`config.mk`:
```
export PLATFORM = sky130hd
export DESIGN_NAME = periodic_wakeup_timer
export DESIGN_NICKNAME = d
export VERILOG_FILES = /design/src/wakeup_pkg.sv /design/src/wakeup_link_if.sv /design/src/periodic_wakeup_timer.sv /design/src/wakeup_period_counter.sv /design/src/wakeup_tick_gen.sv
export SDC_FILE = /design/constraint.sdc
export NUM_CORES = 1
export LEC_CHECK = 0
export BUFFER_PORTS_ARGS = -buffer_cell sky130_fd_sc_hd__buf_2
export CAP_MARGIN = 15
export CORE_ASPECT_RATIO = 1.25
export CORE_MARGIN = 8
export CORE_UTILIZATION = 54
export DETAILED_ROUTE_END_ITERATION = 7
export GPL_TIMING_DRIVEN = 0
export PLACE_DENSITY_LB_ADDON = 0.3
export SYNTH_ARGS = -nofsm -noshare
export SYNTH_HDL_FRONTEND = slang
export SYNTH_SLANG_ARGS = --single-unit
```
`constraint.sdc`:
```
create_clock -name aclk -period 4.8 [get_ports aclk]
set_input_delay 0.48 -clock aclk [delete_from_list [all_inputs] [get_ports aclk]]
set_output_delay 0.48 -clock aclk [all_outputs]
set_load 0.005 [all_outputs]
```
`src/wakeup_pkg.sv`:
```
`default_nettype none
package wakeup_pkg;
  // register map, one aligned word
  localparam logic [31:0] CTRL_STATUS_OFS = 32'h0000_0000;
  localparam logic [7:0]  CTRL_RESET      = 8'h00;
  localparam int          FLAG_BIT        = 7;
  localparam int          ACK_BIT         = 6;
  localparam int          SRC_BIT         = 5;
  localparam int          IE_BIT          = 4;
  localparam int          DLY_MSB         = 2;
  localparam int          DLY_LSB         = 0;
  // axi responses
  localparam logic [1:0]  RESP_OKAY       = 2'h0;
  localparam logic [1:0]  RESP_SLVERR     = 2'h2;
  // timing: bus clock and internal oscillator rate
  localparam int          CLK_PERIOD_NS   = 100;
  localparam int          OSC_FREQ_HZ     = 1000;
  localparam int          OSC_DIV_CYCLES  = 1000000000 / (OSC_FREQ_HZ * CLK_PERIOD_NS);
  localparam int          PERIOD_W        = 16;

  // ticks of the selected source per timeout; zero means stopped
  function automatic logic [PERIOD_W-1:0] period_of(input logic src, input logic [2:0] dly);
    logic [PERIOD_W-1:0] p;
    p = 16'h0000;
    unique case (dly)
      3'h0: p = 16'h0000;
      3'h1: p = src ? 16'h0100 : 16'h0008;
      3'h2: p = src ? 16'h0400 : 16'h0020;
      3'h3: p = src ? 16'h0800 : 16'h0040;
      3'h4: p = src ? 16'h1000 : 16'h0080;
      3'h5: p = src ? 16'h2000 : 16'h0100;
      3'h6: p = src ? 16'h4000 : 16'h0200;
      3'h7: p = src ? 16'h8000 : 16'h0400;
    endcase
    return p;
  endfunction
endpackage
`default_nettype wire

```
`src/wakeup_link_if.sv`:
```
`timescale 1ns/1ps
`default_nettype none
interface wakeup_link_if;
  logic        src;      // 0 internal, 1 external
  logic        tick;     // one tick of the selected source
  logic        restart;  // config changed, start count over
  logic [15:0] period;   // ticks per timeout, zero stops
  logic        expire;   // one-cycle timeout pulse
  modport gen (input src, output tick);
  modport cnt (input tick, input restart, input period, output expire);
  modport ctl (output src, output restart, output period, input expire);
endinterface
`default_nettype wire

```
`src/periodic_wakeup_timer.sv`:
```
// Decided for this implementation: the AXI4-Lite slave port and the register addresses.
`timescale 1ns/1ps
`default_nettype none
module periodic_wakeup_timer
  import wakeup_pkg::*;
#(
  parameter int OSC_DIV = OSC_DIV_CYCLES
) (
  // clock and reset
  input  wire logic        aclk,
  input  wire logic        aresetn,
  // crystal clock pin
  input  wire logic        ext_clk,
  // interrupt request
  output logic             irq,
  // axi4-lite write address
  input  wire logic [31:0] s_axi_awaddr,
  input  wire logic [2:0]  s_axi_awprot,
  input  wire logic        s_axi_awvalid,
  output logic             s_axi_awready,
  // axi4-lite write data
  input  wire logic [31:0] s_axi_wdata,
  input  wire logic [3:0]  s_axi_wstrb,
  input  wire logic        s_axi_wvalid,
  output logic             s_axi_wready,
  // axi4-lite write response
  output logic [1:0]       s_axi_bresp,
  output logic             s_axi_bvalid,
  input  wire logic        s_axi_bready,
  // axi4-lite read address
  input  wire logic [31:0] s_axi_araddr,
  input  wire logic [2:0]  s_axi_arprot,
  input  wire logic        s_axi_arvalid,
  output logic             s_axi_arready,
  // axi4-lite read data
  output logic [31:0]      s_axi_rdata,
  output logic [1:0]       s_axi_rresp,
  output logic             s_axi_rvalid,
  input  wire logic        s_axi_rready
);
  wakeup_link_if lnk ();

  // control fields
  logic        flag_r;
  logic        src_r;
  logic        ie_r;
  logic [2:0]  dly_r;
  logic        irq_r;
  logic        restart_r;

  // write channel holding
  logic        aw_full_r;
  logic [31:0] awaddr_r;
  logic        awready_r;
  logic        w_full_r;
  logic [31:0] wdata_r;
  logic [3:0]  wstrb_r;
  logic        wready_r;
  logic        bvalid_r;
  logic [1:0]  bresp_r;

  // read channel
  logic        arready_r;
  logic        rvalid_r;
  logic [31:0] rdata_r;
  logic [1:0]  rresp_r;

  // decoded strobes
  logic        aw_hs;
  logic        w_hs;
  logic        ar_hs;
  logic        do_write;
  logic        wr_hit;
  logic        cfg_wr;
  logic        ack_wr;
  logic        aw_full_nxt;
  logic        w_full_nxt;
  logic        bvalid_nxt;
  logic        rvalid_nxt;
  logic [31:0] rdata_nxt;

  // word-aligned address match, used by both read and write
  function automatic logic addr_hit(input logic [31:0] a);
    return a[31:2] == CTRL_STATUS_OFS[31:2];
  endfunction

  wakeup_tick_gen #(
    .OSC_DIV (OSC_DIV)
  ) u_tick (
    .aclk    (aclk),
    .aresetn (aresetn),
    .ext_clk (ext_clk),
    .lnk     (lnk)
  );

  wakeup_period_counter u_cnt (
    .aclk    (aclk),
    .aresetn (aresetn),
    .lnk     (lnk)
  );

  // handshake and commit strobes
  assign aw_hs    = s_axi_awvalid & awready_r;
  assign w_hs     = s_axi_wvalid & wready_r;
  assign ar_hs    = s_axi_arvalid & arready_r;
  assign do_write = aw_full_r & w_full_r & ~bvalid_r;
  assign wr_hit   = do_write & addr_hit(awaddr_r);
  // only the low byte lane holds the register
  assign cfg_wr   = wr_hit & wstrb_r[0];
  assign ack_wr   = cfg_wr & wdata_r[ACK_BIT];

  // next-state of the channel holders; response blocks new addresses
  assign aw_full_nxt = (aw_full_r | aw_hs) & ~do_write;
  assign w_full_nxt  = (w_full_r | w_hs) & ~do_write;
  assign bvalid_nxt  = do_write | (bvalid_r & ~s_axi_bready);
  assign rvalid_nxt  = ar_hs | (rvalid_r & ~s_axi_rready);

  // write address capture
  always_ff @(posedge aclk) begin
    if (!aresetn) begin
      aw_full_r <= 1'b0;
      awaddr_r  <= 32'h0000_0000;
      awready_r <= 1'b0;
    end else begin
      aw_full_r <= aw_full_nxt;
      awready_r <= ~aw_full_nxt & ~bvalid_nxt;
      if (aw_hs) begin
        awaddr_r <= s_axi_awaddr;
      end
    end
  end

  // write data capture, independent of the address order
  always_ff @(posedge aclk) begin
    if (!aresetn) begin
      w_full_r <= 1'b0;
      wdata_r  <= 32'h0000_0000;
      wstrb_r  <= 4'h0;
      wready_r <= 1'b0;
    end else begin
      w_full_r <= w_full_nxt;
      wready_r <= ~w_full_nxt & ~bvalid_nxt;
      if (w_hs) begin
        wdata_r <= s_axi_wdata;
        wstrb_r <= s_axi_wstrb;
      end
    end
  end

  // write response, slverr for an unmapped word
  always_ff @(posedge aclk) begin
    if (!aresetn) begin
      bvalid_r <= 1'b0;
      bresp_r  <= RESP_OKAY;
    end else begin
      bvalid_r <= bvalid_nxt;
      if (do_write) begin
        bresp_r <= addr_hit(awaddr_r) ? RESP_OKAY : RESP_SLVERR;
      end
    end
  end

  // writable fields; flag is not written here at all
  always_ff @(posedge aclk) begin
    if (!aresetn) begin
      src_r <= CTRL_RESET[SRC_BIT];
      ie_r  <= CTRL_RESET[IE_BIT];
      dly_r <= CTRL_RESET[DLY_MSB:DLY_LSB];
    end else if (cfg_wr) begin
      src_r <= wdata_r[SRC_BIT];
      ie_r  <= wdata_r[IE_BIT];
      dly_r <= wdata_r[DLY_MSB:DLY_LSB];
    end
  end

  // any config write restarts the count so a new delay starts clean
  always_ff @(posedge aclk) begin
    if (!aresetn) begin
      restart_r <= 1'b0;
    end else begin
      restart_r <= cfg_wr;
    end
  end

  // timeout flag; an expiry in the acknowledge cycle still sets it
  always_ff @(posedge aclk) begin
    if (!aresetn) begin
      flag_r <= CTRL_RESET[FLAG_BIT];
    end else if (lnk.expire) begin
      flag_r <= 1'b1;
    end else if (ack_wr) begin
      flag_r <= 1'b0;
    end
  end

  // registered request, follows flag and enable one cycle later
  always_ff @(posedge aclk) begin
    if (!aresetn) begin
      irq_r <= 1'b0;
    end else begin
      irq_r <= flag_r & ie_r;
    end
  end

  // link drive toward the timer core
  assign lnk.src     = src_r;
  assign lnk.restart = restart_r;
  assign lnk.period  = period_of(src_r, dly_r);

  // read mux; ack and bit 3 and upper bits read zero
  always_comb begin
    rdata_nxt = 32'h0000_0000;
    if (addr_hit(s_axi_araddr)) begin
      rdata_nxt[FLAG_BIT]        = flag_r;
      rdata_nxt[SRC_BIT]         = src_r;
      rdata_nxt[IE_BIT]          = ie_r;
      rdata_nxt[DLY_MSB:DLY_LSB] = dly_r;
    end
  end

  // read channel, answer the cycle after the address is taken
  always_ff @(posedge aclk) begin
    if (!aresetn) begin
      arready_r <= 1'b0;
      rvalid_r  <= 1'b0;
      rdata_r   <= 32'h0000_0000;
      rresp_r   <= RESP_OKAY;
    end else begin
      arready_r <= ~rvalid_nxt;
      rvalid_r  <= rvalid_nxt;
      if (ar_hs) begin
        rdata_r <= rdata_nxt;
        rresp_r <= addr_hit(s_axi_araddr) ? RESP_OKAY : RESP_SLVERR;
      end
    end
  end

  // port drive, all from flops
  assign irq           = irq_r;
  assign s_axi_awready = awready_r;
  assign s_axi_wready  = wready_r;
  assign s_axi_bvalid  = bvalid_r;
  assign s_axi_bresp   = bresp_r;
  assign s_axi_arready = arready_r;
  assign s_axi_rvalid  = rvalid_r;
  assign s_axi_rdata   = rdata_r;
  assign s_axi_rresp   = rresp_r;

  // checks on flag, fields and bus timing
  property p_flag_set;
    @(posedge aclk) disable iff (!aresetn)
    lnk.expire |=> flag_r;
  endproperty
  a_flag_set: assert property (p_flag_set) else $error("expiry did not set flag");

  property p_flag_quiet;
    @(posedge aclk) disable iff (!aresetn)
    (!flag_r && !lnk.expire) |=> !flag_r;
  endproperty
  a_flag_quiet: assert property (p_flag_quiet) else $error("flag set without expiry");

  property p_ack_clear;
    @(posedge aclk) disable iff (!aresetn)
    (ack_wr && !lnk.expire) |=> !flag_r;
  endproperty
  a_ack_clear: assert property (p_ack_clear) else $error("ack did not clear flag");

  property p_zero_ack;
    @(posedge aclk) disable iff (!aresetn)
    (cfg_wr && !wdata_r[ACK_BIT] && flag_r) |=> flag_r;
  endproperty
  a_zero_ack: assert property (p_zero_ack) else $error("zero ack cleared flag");

  property p_read_zeros;
    @(posedge aclk) disable iff (!aresetn)
    rvalid_r |-> (rdata_r[ACK_BIT] == 1'b0 && rdata_r[3] == 1'b0 && rdata_r[31:8] == 24'h000000);
  endproperty
  a_read_zeros: assert property (p_read_zeros) else $error("unused bits read nonzero");

  property p_irq_follow;
    @(posedge aclk) disable iff (!aresetn)
    ##1 irq_r == ($past(flag_r) & $past(ie_r));
  endproperty
  a_irq_follow: assert property (p_irq_follow) else $error("irq not flag and enable");

  property p_fields_write;
    @(posedge aclk) disable iff (!aresetn)
    cfg_wr |=> (src_r == $past(wdata_r[SRC_BIT]) && ie_r == $past(wdata_r[IE_BIT])
                && dly_r == $past(wdata_r[DLY_MSB:DLY_LSB]));
  endproperty
  a_fields_write: assert property (p_fields_write) else $error("field write lost");

  property p_int_period;
    @(posedge aclk) disable iff (!aresetn)
    (!src_r && dly_r == 3'h1) |-> lnk.period == 16'h0008;
  endproperty
  a_int_period: assert property (p_int_period) else $error("internal 8 ms period wrong");

  property p_ext_period;
    @(posedge aclk) disable iff (!aresetn)
    (src_r && dly_r == 3'h7) |-> lnk.period == 16'h8000;
  endproperty
  a_ext_period: assert property (p_ext_period) else $error("external divide wrong");

  property p_reset_zero;
    @(posedge aclk) disable iff (!aresetn)
    !$past(aresetn) |-> (!flag_r && !src_r && !ie_r && dly_r == 3'h0 && !irq_r);
  endproperty
  a_reset_zero: assert property (p_reset_zero) else $error("fields not zero after reset");

  // write answer one cycle after both halves are held
  property p_bresp_time;
    @(posedge aclk) disable iff (!aresetn)
    do_write |=> bvalid_r;
  endproperty
  a_bresp_time: assert property (p_bresp_time) else $error("write answer late");

  property p_read_time;
    @(posedge aclk) disable iff (!aresetn)
    ar_hs |=> rvalid_r;
  endproperty
  a_read_time: assert property (p_read_time) else $error("read answer late");

  // main scenarios
  c_expire: cover property (@(posedge aclk) disable iff (!aresetn) lnk.expire);
  c_ack:    cover property (@(posedge aclk) disable iff (!aresetn) flag_r ##1 ack_wr);
  c_irq:    cover property (@(posedge aclk) disable iff (!aresetn) $rose(irq_r));
  c_ext:    cover property (@(posedge aclk) disable iff (!aresetn) src_r && lnk.expire);
endmodule
`default_nettype wire

```
`src/wakeup_period_counter.sv`:
```
`timescale 1ns/1ps
`default_nettype none
module wakeup_period_counter
  import wakeup_pkg::*;
(
  // clock and reset
  input  wire logic  aclk,
  input  wire logic  aresetn,
  // link to control
  wakeup_link_if.cnt lnk
);
  logic [PERIOD_W-1:0] cnt_r;
  logic                expire_r;

  // tick counter; a period of zero holds it parked
  always_ff @(posedge aclk) begin
    if (!aresetn) begin
      cnt_r    <= 16'h0000;
      expire_r <= 1'b0;
    end else if (lnk.restart || lnk.period == 16'h0000) begin
      cnt_r    <= 16'h0000;
      expire_r <= 1'b0;
    end else if (lnk.tick && cnt_r == lnk.period - 16'h0001) begin
      cnt_r    <= 16'h0000;
      expire_r <= 1'b1;
    end else begin
      cnt_r    <= lnk.tick ? cnt_r + 16'h0001 : cnt_r;
      expire_r <= 1'b0;
    end
  end

  assign lnk.expire = expire_r;

  property p_stop_no_expire;
    @(posedge aclk) disable iff (!aresetn)
    (lnk.period == 16'h0000) |=> !expire_r;
  endproperty
  a_stop_no_expire: assert property (p_stop_no_expire) else $error("expiry while stopped");

  property p_expire_wraps;
    @(posedge aclk) disable iff (!aresetn)
    expire_r |-> (cnt_r == 16'h0000);
  endproperty
  a_expire_wraps: assert property (p_expire_wraps) else $error("count not wrapped on expiry");
endmodule
`default_nettype wire

```
`src/wakeup_tick_gen.sv`:
```
`timescale 1ns/1ps
`default_nettype none
module wakeup_tick_gen
  import wakeup_pkg::*;
#(
  parameter int OSC_DIV = OSC_DIV_CYCLES
) (
  // clock and reset
  input  wire logic  aclk,
  input  wire logic  aresetn,
  // crystal clock pin
  input  wire logic  ext_clk,
  // link to counter
  wakeup_link_if.gen lnk
);
  logic [15:0] osc_cnt_r;
  logic        osc_tick_r;
  logic        sync1_r;
  logic        sync2_r;
  logic        sync3_r;

  // free-running 1 kHz divider, never reset by config so it stays independent
  always_ff @(posedge aclk) begin
    if (!aresetn) begin
      osc_cnt_r  <= 16'h0000;
      osc_tick_r <= 1'b0;
    end else if (osc_cnt_r == 16'(OSC_DIV - 1)) begin
      osc_cnt_r  <= 16'h0000;
      osc_tick_r <= 1'b1;
    end else begin
      osc_cnt_r  <= osc_cnt_r + 16'h0001;
      osc_tick_r <= 1'b0;
    end
  end

  // crystal pin synchroniser; edges need the pin below half the bus rate
  always_ff @(posedge aclk) begin
    if (!aresetn) begin
      sync1_r <= 1'b0;
      sync2_r <= 1'b0;
      sync3_r <= 1'b0;
    end else begin
      sync1_r <= ext_clk;
      sync2_r <= sync1_r;
      sync3_r <= sync2_r;
    end
  end

  // source select: rising crystal edge or oscillator tick
  assign lnk.tick = lnk.src ? (sync2_r & ~sync3_r) : osc_tick_r;
endmodule
`default_nettype wire
```
==> results of run 1 <==
[power breakdown]
group          internal [mW]  switching, mW
Clock                  0.325          0.275
Sequential             0.827         0.0130
Combinational         0.0671         0.0663
Total                   1.22          0.354
[how the worst max path moves through the flow]
stage	startpoint	to	slack (ns)	cells past startpoint
after floorplan	dly_r[0]	u_cnt.cnt_r[5]	1.96	13
after global routing	dly_r[0]	u_cnt.cnt_r[5]	1.19	13
after detailed placement	dly_r[0]	u_cnt.cnt_r[5]	1.52	13
after global placement	dly_r[0]	u_cnt.cnt_r[5]	1.60	13
after CTS	dly_r[0]	u_cnt.cnt_r[5]	1.49	13
final	dly_r[0]	u_cnt.cnt_r[5]	1.48	13
[layout by cell type (no fill, tap or decap), types with 11 or more instances in the layout]
| master | Yosys | routed |
|---|---|---|
| nor2_1 | 32 | 32 |
| clkbuf_8 | 0 | 11 |
| nand2_1 | 83 | 83 |
| nor2b_1 | 14 | 14 |
| conb_1 | 1 | 28 |
| a21boi_0 | 41 | 41 |
| xnor2_1 | 16 | 16 |
| nor3_2 | 11 | 11 |
| dfxtp_1 | 97 | 97 |
| buf_4 | 29 | 29 |
| xor2_1 | 17 | 17 |
| nor4_1 | 18 | 18 |
| clkbuf_1 | 19 | 19 |
| buf_2 | 8 | 95 |
| nand4_1 | 11 | 11 |
| nand3_1 | 16 | 16 |
[flip-flops by register name, summed over array words and instances (netlist names), 3 cells and up]
| signal | cells |
|---|---|
| u_tick.osc_cnt_r | 16 |
| s_axi_rdata | 6 |
| awaddr_r | 30 |
| wdata_r | 6 |
| u_cnt.cnt_r | 16 |
| dly_r | 3 |
[cells by family (layout without fill, tap and decap cells)]
logic type / count (synthesis) / count (layout) / share of synthesized area
adder cells (fa/ha/maj): 4 / 4 / 0.0107
flip-flops: 97 / 97 / 0.424
other: 1 / 28 / 0.000819
multiplexers: 7 / 7 / 0.0153
AND/OR/NAND/NOR: 235 / 235 / 0.274
buffers and inverters: 66 / 169 / 0.0834
XOR/XNOR: 33 / 33 / 0.0631
AO/OA/AOI/OAI: 79 / 79 / 0.129
[critical path: stages, from the launching register on]
cell     delay [ns]
dfxtp_1        0.31
buf_2          0.20
buf_2          0.27
nor4b_2        0.31
inv_1          0.08
ha_1           0.19
buf_2          0.16
xor2_1         0.16
a31o_1         0.19
a221o_1        0.29
nor4_1         0.27
nor4b_4        0.46
buf_6          0.24
nor3_2         0.06
[layer usage]
metal,up-vias,part of all wire,global-route usage
met5,-,0,0
met4,0,0.021,0.0905
met3,19,0.063,0.0472
met2,132,0.51,0.346
met1,1814,0.40,0.191
li1,1992,-,-
[through the flow]
step	instances	area, um^2	hold slack [ns]	setup WS (ns)	total power [mW]
after global placement	733	5240	0.420	1.60	0.988
after global routing	749	5470	0.356	1.19	1.64
after detailed placement	733	5240	0.444	1.52	0.993
after floorplan	549	4680	0.412	1.96	0.936
after CTS	749	5470	0.348	1.49	1.59
final	749	5470	0.364	1.48	1.57
[layout make-up]
class                   count  area, um^2  area share
plain buffers              58         352      0.0642
clock buffers              11         151      0.0277
clock inverters             5        85.1      0.0155
flip-flops and latches     97        1940       0.355
multi-input cells         386        2360       0.430
well taps                  97         121      0.0222
repair buffers             87         435      0.0796
inverters                   8        30.0     0.00549
==> flow_summary.toml, run 1 <==
[outcome]
status = "finished, final reports clean"

[worst_setup_path]
path_max_fanout = 10
r2r_cells = 13
r2r_start = "dly_r[0]"
rr_endpoint = "u_cnt.cnt_r[5]"
crit_type = "reg2reg"
rrSetupSlack_ns = 1.48
worstSetupEndpointType = "register"
cp-start-kind = "register"
worstPathArrival_ns = 3.54
crit_required_ns = 5.03

[place]
gp_congestion = 0.887
portBuffers = 87
hpwlAfterDp_um = 8620

[global_route]
track_usage = 0.187
antenna_found_initial = 0
grt_pass1_vias = 4069
overflow = 0
grt_pass1_wl_um = 18300
grt_max_degree = 17

[cts]
worstSkewPairLatency_ns = 0.36
ctsLongestPathBuffers = 2
cts_root_buf = "clkbuf_8"
cts_tree = "built"
ctsHoldBuffers = 0
cts_setup_buffers = 0
clk_pin_slew_ns = 0.09
cts_made_buffers = 9
cts_resized = 0
h-tree-depth = 3
cts_num_sinks = 97

[worst_hold_path]
hold_depth = 3
holdPathEnd = "awaddr_r[11]"
hold_class = "in2reg"
min-delay-start = "s_axi_awaddr[11]"

[routing]
firstDrtPassIters = 5
viasPerCell = 5.28
wl_um = 10900
dr_total_vias = 3957
drt-wirelength-per-cell_um = 14.5
ant_nets = 0
route.detailed.drc = 0
drt_iter0_drc = 112

[power_and_ir_drop]
ir_worst_vdd_mv = 0.209
power_density_nw_per_um2 = 288
p_leak_nw = 2.20

[layout]
fill_cells = 704
finalNetCount = 764
finish.utilization = 0.664
layout-drive-gt1-share = 0.248
syn2layout_area_growth_pct = 19.5
antenna_cells = 0

[timing]
timing.final.crit_share = 0.691
hold_viol_final = 0
fmax_ghz = 0.302
skew_ns = 0.0131
finalSetupViolCount = 0
relSlewSlack = 0.628
finalSetupTns_ns = 0
tightest_slew_ns = 0.556
slew_viol_final = 0
rsz0062_at_grt = "false"
finalCriticalPeriod_ns = 3.32

[yosys]
synth.distinct_cells = 59
synth_area_per_cell_um2 = 8.77
synthCells = 522
synth_seq_cells = 97
yosysTopAreaCellShare = 0.424
synth_ff_type = "dfxtp_1"
netlist_area_um2 = 4580
synth.top_cells.by_count = "dfxtp_1 (97), nand2_1 (83), a21boi_0 (41), nor2_1 (32), buf_4 (29)"
yosysMostFrequentCell = "dfxtp_1"
yosysTopAreaCell = "dfxtp_1"
yosys_warnings = 0
ys_seq_area_frac = 0.424
async_flop_share = 0
synth_edf_count = 0
synth_area_leaders = "dfxtp_1 (42%), nand2_1 (6.8%), a21boi_0 (6.7%)"

[die]
start_util = 0.556
core_area_um2 = 8240
die_x_um = 98.4
io_pins = 156
std_cell_rows = 37
die_h_um = 119
dieArea_um2 = 11700

[flow_run]
maxCapViolCount = 0
No activity file was read; power rests on OpenSTA's default activity.
==> inputs of run 2 (changes only) <==
--- a/config.mk
+++ b/config.mk
@@ -9,7 +9,7 @@
 export CAP_MARGIN = 15
 export CORE_ASPECT_RATIO = 1.25
 export CORE_MARGIN = 8
-export CORE_UTILIZATION = 54
+export CORE_UTILIZATION = 50
 export DETAILED_ROUTE_END_ITERATION = 7
 export GPL_TIMING_DRIVEN = 0
 export PLACE_DENSITY_LB_ADDON = 0.3
==> constraint.sdc (replaced) <==
create_clock -name aclk -period 3.1 [get_ports aclk]
set_input_delay 0.31 -clock aclk [delete_from_list [all_inputs] [get_ports aclk]]
set_output_delay 0.31 -clock aclk [all_outputs]
set_load 0.005 [all_outputs]
==> flow_summary.toml, run 2 (synthesis results as in run 1) <==
[die]
die_x_um = 102
core_area_um2 = 9030
die_h_um = 123
start_util = 0.507
std_cell_rows = 39
io_pins = 156
dieArea_um2 = 12500

[timing]
hold_viol_final = 0
relSlewSlack = 0.593
tightest_slew_ns = 0.608
finalSetupTns_ns = 0
setup_ws_ns = 0.212
rsz0062_at_grt = "false"
finalCriticalPeriod_ns = 2.89
slew_viol_final = 0
skew_ns = 0.00821
fmax_ghz = 0.346
holdWs_ns = 0.168
finalSetupViolCount = 0
timing.final.crit_share = 0.932

[routing]
drt-wirelength-per-cell_um = 14.1
wl_met3_um = 703
dr_total_vias = 3927
wl_met1_um = 4320
wl_met2_um = 5680
firstDrtPassIters = 4
top_layer = "met4"
wl_um = 10900
viasPerCell = 5.05
route.detailed.drc = 0
drt_iter0_drc = 130
ant_nets = 0

[worst_setup_path]
crit_required_ns = 3.31
cp-start-kind = "register"
crit_type = "reg2reg"
path_max_fanout = 10
worstSetupEndpointType = "register"
worstPathArrival_ns = 3.10

[place]
hpwlAfterDp_um = 8350
place_ws_ns = -0.134
portBuffers = 87
gp_congestion = 0.838

[outcome]
status = "finished, final reports clean"

[flow_run]
maxCapViolCount = 0

[global_route]
grt_max_degree = 16
antenna_found_initial = 0
grt_pass1_wl_um = 18000
track_usage = 0.180
grt_pass1_vias = 3939
overflow = 0

[cts]
cts_tree = "built"
h-tree-depth = 3
ctsHoldBuffers = 0
cts_num_sinks = 97
cts_made_buffers = 9
worstSkewPairLatency_ns = 0.34
cts_root_buf = "clkbuf_16"
ctsLongestPathBuffers = 2
clk_pin_slew_ns = 0.07

[layout]
multi_input_area_um2 = 2370
largest_reg_flops = 30
top_register = "awaddr_r"
syn2layout_area_growth_pct = 22.5
ff_latch_area_um2 = 1940
antenna_cells = 0
layout_common_cells = "dfxtp_1 (97), buf_2 (93), nand2_1 (83)"
reg.largest.list = "awaddr_r (30), u_cnt.cnt_r (16), u_tick.osc_cnt_r (16)"
final_common_cell = "dfxtp_1"
fill_cells = 794
layout-drive-gt1-share = 0.249
finalNetCount = 766

[power_and_ir_drop]
power_density_nw_per_um2 = 467
p_leak_nw = 2.23
ir_worst_vdd_mv = 0.342

[worst_hold_path]
hold_class = "in2reg"
-- run 2: cell types whose count changed in the layout (fill, tap and decap cells not counted), sizes merged --
| cell | previous run | this run |
|---|---|---|
| clkbuf | 30 | 32 |
| clkinvlp | 1 | 3 |
| buf | 126 | 127 |
| bufinv | 2 | 1 |
| clkinv | 1 | 0 |
| inv | 9 | 8 |
-- run 2: repair_timing --
item / in CTS / in global routing
pin swaps: 0 / 1
hold endpoints to repair: 0 / 0
gates cloned: 0 / 1
setup endpoints to repair: 10 / 15
gates resized for setup: 0 / 9
buffers inserted: 1 / 0
-- run 2: area by class of cell --
cell class / count / share of cell area
well taps: 123 / 0.0274
multi-input cells: 386 / 0.423
plain buffers: 58 / 0.0643
clock inverters: 4 / 0.00937
clock buffers: 12 / 0.0440
repair buffers: 89 / 0.0803
flip-flops and latches: 97 / 0.346
inverters: 8 / 0.00536
-- run 2: path summary, 6_finish.rpt --
path | startpoint | to | slack, ns | cells past startpoint
worst max register to register | dly_r[0] | u_cnt.cnt_r[1] | 0.21 | 13
worst max-delay path | dly_r[0] | u_cnt.cnt_r[1] | 0.21 | 13
worst min-delay path | ext_clk | u_tick.sync1_r | 0.17 | 2
worst min register to register | u_tick.sync1_r | u_tick.sync2_r | 0.43 | 1
-- run 2: metrics by stage --
stage          power, mW  area (um^2)  std cells  utilization
6_report            2.62         5610        777        0.621
5_1_grt             2.72         5610        777        0.621
4_1_cts             2.64         5580        776        0.618
3_5_place_dp        1.54         5270        759        0.584
3_3_place_gp        1.53         5270        759        0.584
2_1_floorplan       1.45         4680        549            -
-- run 2: power breakdown --
part           internal (mW)  total [mW]  switching, mW
Combinational          0.104       0.205          0.101
Sequential              1.28        1.30         0.0206
Clock                  0.648        1.11          0.460
Total                   2.03        2.62          0.582
-- run 2: layer usage --
metal,vias to the layer above,track usage
li1,1993,-
met1,1810,0.190
met2,107,0.329
met3,17,0.0485
met4,0,0.0738
met5,-,0
-- run 2: worst max-delay path, stage by stage (launching register included) --
cell and delay [ns]:
dfxtp_1 0.31, clkbuf_4 0.19, buf_6 0.16, nor4b_4 0.24, inv_1 0.07, ha_1 0.19
buf_2 0.16, xor2_1 0.16, a31o_1 0.20, a221o_1 0.31, nor4_2 0.17, nor4b_4 0.33
buf_4 0.20, nor3_1 0.06
